## src/logic/dsmo_pkg.sv

```systemverilog
/*
 Constants and types for the drive status and mode
 objects block: object indices, status bit positions, reset values and
 the drive state codes.
 Assumes a surrounding object server that hands single object accesses
 to the block and a drive state machine that reports its state.
*/
package dsmo_pkg;

   // Object indices
   localparam logic [15:0] IDX_EXT_STATUS = 16'h1002;
   localparam logic [15:0] IDX_STATUS_WORD = 16'h6041;
   localparam logic [15:0] IDX_MODE_SELECT = 16'h6060;
   localparam logic [15:0] IDX_MODE_DISPLAY = 16'h6061;

   // Status word bit positions
   localparam int unsigned SW_AXIS_ON = 15;
   localparam int unsigned SW_EVENT = 14;
   localparam int unsigned SW_MODE_LO = 12;
   localparam int unsigned SW_INT_LIMIT = 11;
   localparam int unsigned SW_TARGET = 10;
   localparam int unsigned SW_REMOTE = 9;
   localparam int unsigned SW_FUNC_BUSY = 8;
   localparam int unsigned SW_WARNING = 7;
   localparam int unsigned SW_SWITCH_DIS = 6;
   localparam int unsigned SW_QSTOP = 5;
   localparam int unsigned SW_VOLTAGE = 4;
   localparam int unsigned SW_FAULT = 3;

   // Extended status bit positions
   localparam int unsigned VS_FAULT = 31;
   localparam int unsigned VS_CAM = 30;
   localparam int unsigned VS_RESERVED = 29;
   localparam int unsigned VS_GEAR = 28;
   localparam int unsigned VS_DRV_OVL = 27;
   localparam int unsigned VS_MOT_OVL = 26;
   localparam int unsigned VS_TARGET = 25;
   localparam int unsigned VS_CAPTURE = 24;
   localparam int unsigned VS_LIM_NEG = 23;
   localparam int unsigned VS_LIM_POS = 22;
   localparam int unsigned VS_AUTOSTART = 21;
   localparam int unsigned VS_TRIG_LO = 17;
   localparam int unsigned VS_INIT = 16;

   // Reset values and codes
   localparam logic signed [7:0] MODE_SELECT_RESET = 8'sh00;
   localparam logic [15:0] ERR_WRONG_MODE = 16'hff04;
   localparam logic [3:0] QS_OPT_MIN = 4'h5;
   localparam logic [3:0] QS_OPT_MAX = 4'h8;

   // Mode codes
   localparam logic signed [7:0] MODE_NONE = 8'sh00;
   localparam logic signed [7:0] MODE_PROF_POS = 8'sh01;
   localparam logic signed [7:0] MODE_PROF_VEL = 8'sh03;
   localparam logic signed [7:0] MODE_HOMING = 8'sh06;
   localparam logic signed [7:0] MODE_INTERP_POS = 8'sh07;
   localparam logic signed [7:0] MODE_CYCLIC_POS = 8'sh08;
   localparam logic signed [7:0] MODE_CYCLIC_VEL = 8'sh09;
   localparam logic signed [7:0] MODE_CYCLIC_TRQ = 8'sh0a;
   localparam logic signed [7:0] MODE_VND_LOW = -8'sh05;
   localparam logic signed [7:0] MODE_VND_HIGH = -8'sh01;

   // Drive states, Gray along the power-up path
   typedef enum logic [2:0] {
      DS_NOT_READY = 3'h0,
      DS_SWITCH_DIS = 3'h1,
      DS_READY = 3'h3,
      DS_SWITCHED_ON = 3'h2,
      DS_OP_ENABLED = 3'h6,
      DS_QSTOP_ACTIVE = 3'h7,
      DS_FAULT_REACT = 3'h5,
      DS_FAULT = 3'h4
   } dsmo_drive_state_t;

endpackage : dsmo_pkg

```

## src/logic/dsmo_status_mode.sv

```systemverilog
/*
 Status word, extended status register, operating mode selector and
 mode display objects of a servo drive object dictionary.
 Assumes all inputs are synchronous to CLK_I (driven by drive logic on
 the same clock) and that the object server offers one access per
 request pulse and waits for the acknowledge.
*/
`timescale 1ns/100ps
module dsmo_status_mode
   import dsmo_pkg::*;
#(
   parameter int QS_OPT_W = 4
) (
   // Clock, reset, enable
   input wire logic CLK_I,
   input wire logic RST_N_I,
   input wire logic CE_I,
   // Object access
   input wire logic OBJ_REQ_I,
   input wire logic OBJ_WE_I,
   input wire logic [15:0] OBJ_INDEX_I,
   input wire logic [31:0] OBJ_WDATA_I,
   output logic OBJ_ACK_O,
   output logic OBJ_NACK_O,
   output logic [31:0] OBJ_RDATA_O,
   output logic CMD_ERR_O,
   output logic [15:0] ERR_CODE_O,
   // Drive state and status sources
   input wire logic [2:0] DRIVE_STATE_I,
   input wire logic POWER_ON_I,
   input wire logic EVENT_HIT_I,
   input wire logic [1:0] MODE_BITS_I,
   input wire logic INT_LIMIT_I,
   input wire logic REMOTE_I,
   input wire logic HV_PRESENT_I,
   input wire logic FAULT_I,
   input wire logic FAULT_RESET_CTRL_I,
   // Function and homing calls
   input wire logic FUNC_CALL_I,
   input wire logic FUNC_DONE_I,
   input wire logic FUNC_ABORT_I,
   output logic FUNC_ACCEPT_O,
   // Target reached sources
   input wire logic SETPOINT_REACHED_I,
   input wire logic NEW_TARGET_I,
   input wire logic [QS_OPT_W-1:0] QS_OPTION_I,
   input wire logic QSTOP_DONE_I,
   input wire logic HALT_I,
   input wire logic STANDSTILL_I,
   // Vendor event sources
   input wire logic CAM_REACHED_I,
   input wire logic GEAR_REACHED_I,
   input wire logic DRV_OVL_WARN_I,
   input wire logic MOT_OVL_WARN_I,
   input wire logic CAPTURE_I,
   input wire logic LIM_NEG_I,
   input wire logic LIM_POS_I,
   input wire logic AUTOSTART_MODE_I,
   input wire logic [3:0] POS_TRIG_I,
   input wire logic INIT_DONE_I,
   // Object values
   output logic [15:0] STATUS_WORD_O,
   output logic [31:0] EXT_STATUS_O,
   output logic signed [7:0] MODE_SELECT_O,
   output logic signed [7:0] MODE_DISPLAY_O
);

   if (QS_OPT_W < 4 || QS_OPT_W > 16) begin : g_chk
      $error("QS_OPT_W must lie between 4 and 16");
   end

   typedef struct packed {
      logic [15:0] status;
      logic [31:0] ext;
      logic signed [7:0] mode_sel;
      logic signed [7:0] mode_act;
      logic busy;
      logic warn;
      logic fault;
      logic target;
      logic fr_prev;
      logic ack;
      logic nack;
      logic cmd_err;
      logic [31:0] rdata;
      logic [15:0] err_code;
   } dsmo_state_t;

   dsmo_state_t s;
   dsmo_state_t next_s;

   // Codes outside these ranges select nothing
   function automatic logic mode_supported(input logic signed [7:0] m);
      logic ok;
      ok = 1'b0;
      if (m >= MODE_VND_LOW && m <= MODE_VND_HIGH) begin
         ok = 1'b1;
      end
      unique case (m)
         MODE_NONE, MODE_PROF_POS, MODE_PROF_VEL, MODE_HOMING,
         MODE_INTERP_POS, MODE_CYCLIC_POS, MODE_CYCLIC_VEL,
         MODE_CYCLIC_TRQ: ok = 1'b1;
         default: ;
      endcase
      return ok;
   endfunction : mode_supported

   // Returns bits {6,5,3,2,1,0}; don't-care bits read as zero
   function automatic logic [5:0] state_bits(input logic [2:0] st);
      logic [5:0] b;
      b = 6'h00;
      unique case (dsmo_drive_state_t'(st))
         DS_NOT_READY: b = 6'h00;
         DS_SWITCH_DIS: b = 6'h20;
         DS_READY: b = 6'h11;
         DS_SWITCHED_ON: b = 6'h13;
         DS_OP_ENABLED: b = 6'h17;
         DS_QSTOP_ACTIVE: b = 6'h07;
         DS_FAULT_REACT: b = 6'h0f;
         DS_FAULT: b = 6'h08;
      endcase
      return b;
   endfunction : state_bits

   logic fr_rise;
   logic mode_chg;
   logic qs_opt_ok;
   logic [5:0] sb;
   logic [15:0] sw;
   logic signed [7:0] wcode;

   assign FUNC_ACCEPT_O = FUNC_CALL_I & ~s.busy;

   always_comb begin
      next_s = s;
      next_s.ack = 1'b0;
      next_s.nack = 1'b0;
      next_s.cmd_err = 1'b0;
      mode_chg = 1'b0;
      wcode = OBJ_WDATA_I[7:0];
      fr_rise = FAULT_RESET_CTRL_I & ~s.fr_prev;
      next_s.fr_prev = FAULT_RESET_CTRL_I;

      // Object access; reads see the current registered snapshot
      if (OBJ_REQ_I) begin
         next_s.ack = 1'b1;
         unique case (OBJ_INDEX_I)
            IDX_EXT_STATUS: begin
               next_s.rdata = s.ext;
               next_s.nack = OBJ_WE_I;
            end
            IDX_STATUS_WORD: begin
               next_s.rdata = {16'h0000, s.status};
               next_s.nack = OBJ_WE_I;
            end
            IDX_MODE_DISPLAY: begin
               next_s.rdata = {{24{s.mode_act[7]}}, s.mode_act};
               next_s.nack = OBJ_WE_I;
            end
            IDX_MODE_SELECT: begin
               if (!OBJ_WE_I) begin
                  next_s.rdata = {{24{s.mode_sel[7]}}, s.mode_sel};
               end else if (mode_supported(wcode)) begin
                  next_s.mode_sel = wcode;
                  // Zero means no change, so the active mode stays
                  if (wcode != MODE_NONE && wcode != s.mode_act) begin
                     next_s.mode_act = wcode;
                     mode_chg = 1'b1;
                  end
               end else begin
                  next_s.nack = 1'b1;
                  next_s.cmd_err = 1'b1;
                  next_s.err_code = ERR_WRONG_MODE;
               end
            end
            default: next_s.nack = 1'b1;
         endcase
      end

      // Function or homing busy; a call while busy is dropped
      if (FUNC_DONE_I || FUNC_ABORT_I) begin
         next_s.busy = 1'b0;
      end
      if (FUNC_CALL_I && !s.busy) begin
         next_s.busy = 1'b1;
      end
      if (fr_rise) begin
         next_s.warn = 1'b0;
      end
      if (FUNC_CALL_I && s.busy) begin
         next_s.warn = 1'b1;
         next_s.cmd_err = 1'b1;
      end

      // Fault latch: a fault still present survives the reset edge
      if (fr_rise && !FAULT_I) begin
         next_s.fault = 1'b0;
      end
      if (FAULT_I) begin
         next_s.fault = 1'b1;
      end

      // Target reached; any set source beats a new target
      qs_opt_ok = QS_OPTION_I >= QS_OPT_W'(QS_OPT_MIN) &&
                  QS_OPTION_I <= QS_OPT_W'(QS_OPT_MAX);
      if (NEW_TARGET_I) begin
         next_s.target = 1'b0;
      end
      if (SETPOINT_REACHED_I) begin
         next_s.target = 1'b1;
      end
      if (mode_chg) begin
         next_s.target = 1'b1;
      end
      if (qs_opt_ok && QSTOP_DONE_I && STANDSTILL_I) begin
         next_s.target = 1'b1;
      end
      if (HALT_I && STANDSTILL_I) begin
         next_s.target = 1'b1;
      end

      // Status built from next state so every object moves together
      sb = state_bits(DRIVE_STATE_I);
      sw = {9'h000, sb[5:4], 1'b0, sb[3:0]};
      sw[SW_AXIS_ON] = POWER_ON_I;
      sw[SW_EVENT] = EVENT_HIT_I;
      sw[SW_MODE_LO +: 2] = MODE_BITS_I;
      sw[SW_INT_LIMIT] = INT_LIMIT_I;
      sw[SW_TARGET] = next_s.target;
      sw[SW_REMOTE] = REMOTE_I;
      sw[SW_FUNC_BUSY] = next_s.busy;
      sw[SW_WARNING] = next_s.warn;
      sw[SW_VOLTAGE] = HV_PRESENT_I;
      sw[SW_FAULT] = sb[3] | next_s.fault;
      next_s.status = sw;

      next_s.ext = {16'h0000, sw};
      next_s.ext[VS_FAULT] = next_s.fault;
      next_s.ext[VS_CAM] = CAM_REACHED_I;
      next_s.ext[VS_RESERVED] = 1'b0;
      next_s.ext[VS_GEAR] = GEAR_REACHED_I;
      next_s.ext[VS_DRV_OVL] = DRV_OVL_WARN_I;
      next_s.ext[VS_MOT_OVL] = MOT_OVL_WARN_I;
      next_s.ext[VS_TARGET] = next_s.target;
      next_s.ext[VS_CAPTURE] = CAPTURE_I;
      next_s.ext[VS_LIM_NEG] = LIM_NEG_I;
      next_s.ext[VS_LIM_POS] = LIM_POS_I;
      next_s.ext[VS_AUTOSTART] = AUTOSTART_MODE_I;
      next_s.ext[VS_TRIG_LO +: 4] = POS_TRIG_I;
      next_s.ext[VS_INIT] = INIT_DONE_I;
   end

   always_ff @(posedge CLK_I or negedge RST_N_I) begin
      if (!RST_N_I) begin
         s <= '0;
         s.mode_sel <= MODE_SELECT_RESET;
         s.mode_act <= MODE_SELECT_RESET;
      end else if (CE_I) begin
         s <= next_s;
      end
   end

   assign OBJ_ACK_O = s.ack;
   assign OBJ_NACK_O = s.nack;
   assign OBJ_RDATA_O = s.rdata;
   assign CMD_ERR_O = s.cmd_err;
   assign ERR_CODE_O = s.err_code;
   assign STATUS_WORD_O = s.status;
   assign EXT_STATUS_O = s.ext;
   assign MODE_SELECT_O = s.mode_sel;
   assign MODE_DISPLAY_O = s.mode_act;
endmodule : dsmo_status_mode

```

## config.mk

```make
export PLATFORM = sky130hd
export DESIGN_NAME = dsmo_status_mode
export DESIGN_NICKNAME = d
export VERILOG_FILES = /design/src/logic/dsmo_pkg.sv /design/src/logic/dsmo_status_mode.sv
export SDC_FILE = /design/constraint.sdc
export NUM_CORES = 1
export LEC_CHECK = 0
export BUFFER_PORTS_ARGS = -buffer_cell sky130_fd_sc_hd__buf_2
export CORE_ASPECT_RATIO = 1.5
export CORE_MARGIN = 2
export CORE_UTILIZATION = 40
export CTS_BUF_LIST = sky130_fd_sc_hd__clkbuf_2
export DETAILED_ROUTE_END_ITERATION = 8
export PLACE_DENSITY = 0.82
export SLEW_MARGIN = 20
export SYNTH_ARGS = -nofsm -noshare
export SYNTH_HDL_FRONTEND = slang
export SYNTH_SLANG_ARGS = --single-unit
```

## constraint.sdc

```tcl
create_clock -name CLK_I -period 2.1 [get_ports CLK_I]
set_clock_uncertainty 0.2 [all_clocks]
set_input_delay 0.315 -clock CLK_I [delete_from_list [all_inputs] [get_ports CLK_I]]
set_output_delay 0.315 -clock CLK_I [all_outputs]
set_load 0.03 [all_outputs]
```

After elaboration in Yosys (flattened, before gate mapping)

Memory sizes are Yosys's and may differ from the RTL's.
Cells that the tools add are included.
Widths: inputs -> output; s select.

Eq/ne operators: 13
$lt $le $gt $ge: 4
Reductions and logical operators: 21
Bitwise gates (word level): 6
Muxes and demuxes: 32

Operators by type and width:

| cell                 | count |
|---|---|
| $pmux 32 s4          | 1 |
| $mux 51              | 1 |
| $eq 16x15->1 const B | 3 |
| $mux 16              | 3 |
| $mux 32              | 1 |
| $eq 8x4->1 const B   | 3 |
| $mux 1               | 23 |
| $eq 16x13->1 const B | 1 |
| $eq 8x3->1 const B   | 2 |
| $reduce_and 5->1     | 2 |
| $logic_and 1x1->1    | 9 |
| $eq 8x1->1 const B   | 1 |
| $eq 8x2->1 const B   | 1 |
| $ge 8x4->1 const B   | 1 |
| $le 8x1->1 const B   | 1 |
| $logic_not 8->1      | 1 |
| $ne 8x8->1           | 1 |
| $reduce_bool 8->1    | 1 |
| $reduce_or 8->1      | 1 |
| $reduce_and 6->1     | 1 |
| $ge 4x3->1 const B   | 1 |
| $le 4x4->1 const B   | 1 |
| $mux 2               | 2 |
| $reduce_and 4->1     | 1 |
| 9 further kinds      | 13 |

ROM bits: 48
Word-level logic and storage cells: 91
Flip-flop bits (word level): 104
Memories: 1
Input bits: 90

Memory list:

| memory           | words | width | rd ports | clocked after memory_dff | wr ports | line                    | RTL |
|---|---|---|---|---|---|---|---|
| (name not given) | 8     | 6     | 1        | 0                        | 0        | dsmo_status_mode.sv:112 | `unique case (dsmo_drive_state_t'(st))` |

Logic depth before layout (Yosys ltp)

Word-level depth: 14
Depth in mapped cells: 8

Worst setup path after synthesis

No wires, ideal clock.

Path type: input port to flip-flop
From: in OBJ_WDATA_I[6]
To: reg s (netlist bit MODE_DISPLAY_O[0])
Data required time: 1775 ps
Library setup time: 125 ps
Slack: -371 ps
Stages on the path: 5
Arrival: 2146 ps
Path through: or4_1 o32ai_2 a221oi_2 nor4_4 mux2_2

Longest elaborated chain between the ends: 8
Elaborated cells between the ends (all ways): 21
Those cells by class: order compare: 2; eq/ne: 8; mux: 5; reduce/logical: 6

Ends and longest elaborated chain:

| element                                         | line                    | RTL |
|---|---|---|
| start: declaration                              | dsmo_status_mode.sv:22  | `input wire logic [31:0] OBJ_WDATA_I,` |
| $ge 8x4->1 / $le 8x1->1 (equally long branches) | dsmo_status_mode.sv:96  | `if (m >= MODE_VND_LOW && m <= MODE_VND_HIGH) begin` |
| $logic_and 1x1->1                               | dsmo_status_mode.sv:96  |  |
| $mux 1                                          | dsmo_status_mode.sv:96  |  |
| $mux 1                                          | dsmo_status_mode.sv:99  | `unique case (m)` |
| $mux 1                                          | dsmo_status_mode.sv:161 | `if (!OBJ_WE_I) begin` |
| $mux 1                                          | dsmo_status_mode.sv:147 | `unique case (OBJ_INDEX_I)` |
| $mux 1                                          | dsmo_status_mode.sv:145 | `if (OBJ_REQ_I) begin` |
| $reduce_and 6->1 (no line) *                    | n/a                     |  |
| end signal: assignment                          | dsmo_status_mode.sv:259 | `s <= next_s;` |
| end: declaration                                | dsmo_status_mode.sv:89  | `dsmo_state_t s;` |

Mark *: on every way between the ends. The rest lies on a longest branch, timed or not. The select of a mux whose other input is x is not followed.
A chain may end at the register's enable or synchronous reset.

Worst setup path after layout

From: in OBJ_WDATA_I[2]
To: reg s (netlist bit MODE_DISPLAY_O[0])

Same word-level chain as after synthesis.

==> metrics.cfg <==
[run_status]
status = finished, violations left
violations = setup timing

[sta]
layout_min_cycle_time_ns = 2.11
finalCritPeriodShare_pct = 100
setup_viol = 2
worst_slack_ns = -0.00539
clock.fmax_mhz = 475
drv_slew = 0
rsz0062_at_grt = false
hold_violations = 0

[floorplan]
die-area_sq_um = 12400
start_util_pct = 40.6
die_x_um = 91.7
fp-row-count = 48
chipHeight_um = 135
core_sq_um = 11400
io_pins = 206

[synthesis]
synth_ff_type = dfrtp_1
netlist_area_sq_um = 4610
ys_warn_count = 0
ys_types = 45
ys_ff_latch = 83
ys_seq_area_share_pct = 45.0
synth_edf_count = 0
synthTopCellsByArea = dfrtp_1 45%, buf_4 18%, mux2_2 8.8%, o21ai_0 6.0%, nand2_1 3.7%
synthArstFlopShare_pct = 100
avgSynthCellArea_sq_um = 9.92
synthCells = 465
netlist.top_cell.by_area = dfrtp_1
synth_top_area_share_pct = 45.0

[placed_design]
dp_hpwl_mm = 9.00
place.gp.congestion = 0.837
pre_cts_slack_ns = -0.480
placement.io_buffers = 173
place_area_sq_um = 5290

[route]
ant_nets = 0
vias = 3707
dr.pass1.iters = 5
drc = 0
wl_met3_um = 606
drtIter0Drc = 109
drt-vias-per-instance = 4.83
wl_met2_mm = 6.46
highest_layer = met4
met1Wirelength_mm = 4.74
wl_per_cell_um = 15.7
routed_wl_mm = 12.1

[critical_path]
reg2reg_setup_slack_ns = 0.10
slowest_delay_ns = 0.52
path_class = in2reg
slowest_stage = dlygate4sd3_1
worstSetupStartpointType = primary input
worstPathArrival_ns = 2.35
path_cells = dlygate4sd3_1, buf_2, or2_2, o22ai_2, a221oi_4, nor4_4, buf_6, mux2_2
end_kind = register
cp.required_ns = 2.35
crit_fanout = 8

[run]
maxCapViolCount = 0

[power]
ir_drop_mv = 0.296
p_leak_nw = 3.02
powerDensity_nw_per_um2 = 584

[finish]
drive_above_1_share_pct = 45.7
stdcell_area_sq_um = 5890
area_delta_synth_final_pct = 27.7
n_fill_cell = 1034
n_antenna_cell = 0
final_cell_mix = 171 x buf_2, 83 x dfrtp_1, 55 x o21ai_0
nets = 702
final_common_cell = buf_2

[global_route]
grt_overflow = 0
grt_max_degree = 36
grt_usage_pct = 19.5
antenna_found_initial = 0
grt_pass1_wl_mm = 18.7
grt_pass1_vias = 3646

[cts]
cts_sinks = 83
clk_latency_ns = 0.55
numCtsBuffers = 9
cts_tree = yes
post_cts_buffers = 0
clk_path_buf_depth = 2
cts_root_buffer = clkbuf_2
clkTransAtPathRegs_ns = 0.20
htreeDepth = 3

[min_path]
min_path_type = in2reg

## per-stage QoR
step                      instances  util [%]  setup TNS (ns)  hold WS, ns  power (W)
after floorplan                 472         -           -3.93       -0.181    0.00231
final                           767      51.9        -0.00980       0.0794    0.00344
after detailed placement        707      46.6           -6.48       0.0836    0.00244
after global routing            767      51.9               0       0.0348    0.00360
after CTS                       769      51.9               0       0.0391    0.00347
after global placement          707      46.6           -5.65       0.0758    0.00242
## sequential cells by signal, summed over array words and instances, names as in the netlist
name            count
OBJ_NACK_O          1
STATUS_WORD_O      15
EXT_STATUS_O       14
s                   2
MODE_SELECT_O       8
MODE_DISPLAY_O      8
OBJ_RDATA_O        32
CMD_ERR_O           1
OBJ_ACK_O           1
ERR_CODE_O          1
## cells by family after synthesis
logic type | Yosys count | share of synthesized area, %
xor gates and xnor gates | 8 | 1.52
buffers and inverters | 141 | 20.6
muxes | 45 | 10.8
DFF | 83 | 45.0
and+or+nand+nor | 97 | 10.7
AOI/OAI and AO/OA | 90 | 11.3
other | 1 | 0.0813
## synthesized netlist by cell type, types with 4 or more instances
cell type and n:
nand2_1 45, dfrtp_1 83, xor2_1 8, buf_4 112, nor2_1 8, nand3_1 15, o21ai_0 55, inv_1 9
mux2i_1 8, clkbuf_1 18, nand2b_1 4, mux2_2 36, a21oi_1 16
## where the power goes
part | total (W) | switching (W) | internal [W]
Sequential | 0.00174 | 0.0000699 | 0.00167
Combinational | 0.000745 | 0.000456 | 0.000289
Clock | 0.000953 | 0.000554 | 0.000400
Total | 0.00344 | 0.00108 | 0.00236
## repair_timing
item,4_1_cts,5_1_grt
endpoints found under the setup margin,3,19
gates cloned,0,0
endpoints found under the hold margin,133,0
pin swaps,0,3
gates resized for setup,2,2
hold buffers,46,0
## routing by layer
layer	track usage, %	vias to the layer above
li1	-	1768
met1	22.3	1790
met2	35.7	132
met3	4.56	17
met4	6.57	0
met5	0	-
## area by class of cell
cell class              instances  area (sq um)  area share, %
well taps                     150           188           3.19
repair buffers                261          1730           29.3
multi-input cells             248          1730           29.4
clock buffers                  11          55.1          0.935
flip-flops and latches         83          2080           35.3
clock inverters                 5          77.6           1.32
inverters                       9          33.8          0.574
## critical path, delay by kind of cell
kind / cells / cell delay [ns]
buf+inv: 3 / 0.83
simple gates: 2 / 0.54
mux: 1 / 0.33
compound gates: 2 / 0.32
## final timing paths
kind | startpoint | end | cells past startpoint
hold reg to reg | OBJ_RDATA_O[24] | OBJ_RDATA_O[24] | 2
hold / removal | CE_I | OBJ_ACK_O | 3
min in group asynchronous | RST_N_I | OBJ_RDATA_O[16] | 3
setup / recovery | OBJ_WDATA_I[2] | MODE_DISPLAY_O[0] | 8
setup reg to reg | MODE_DISPLAY_O[4] | STATUS_WORD_O[10] | 6
max in group asynchronous | RST_N_I | OBJ_RDATA_O[31] | 4
Note: power is estimated with default switching activity, not from simulation.
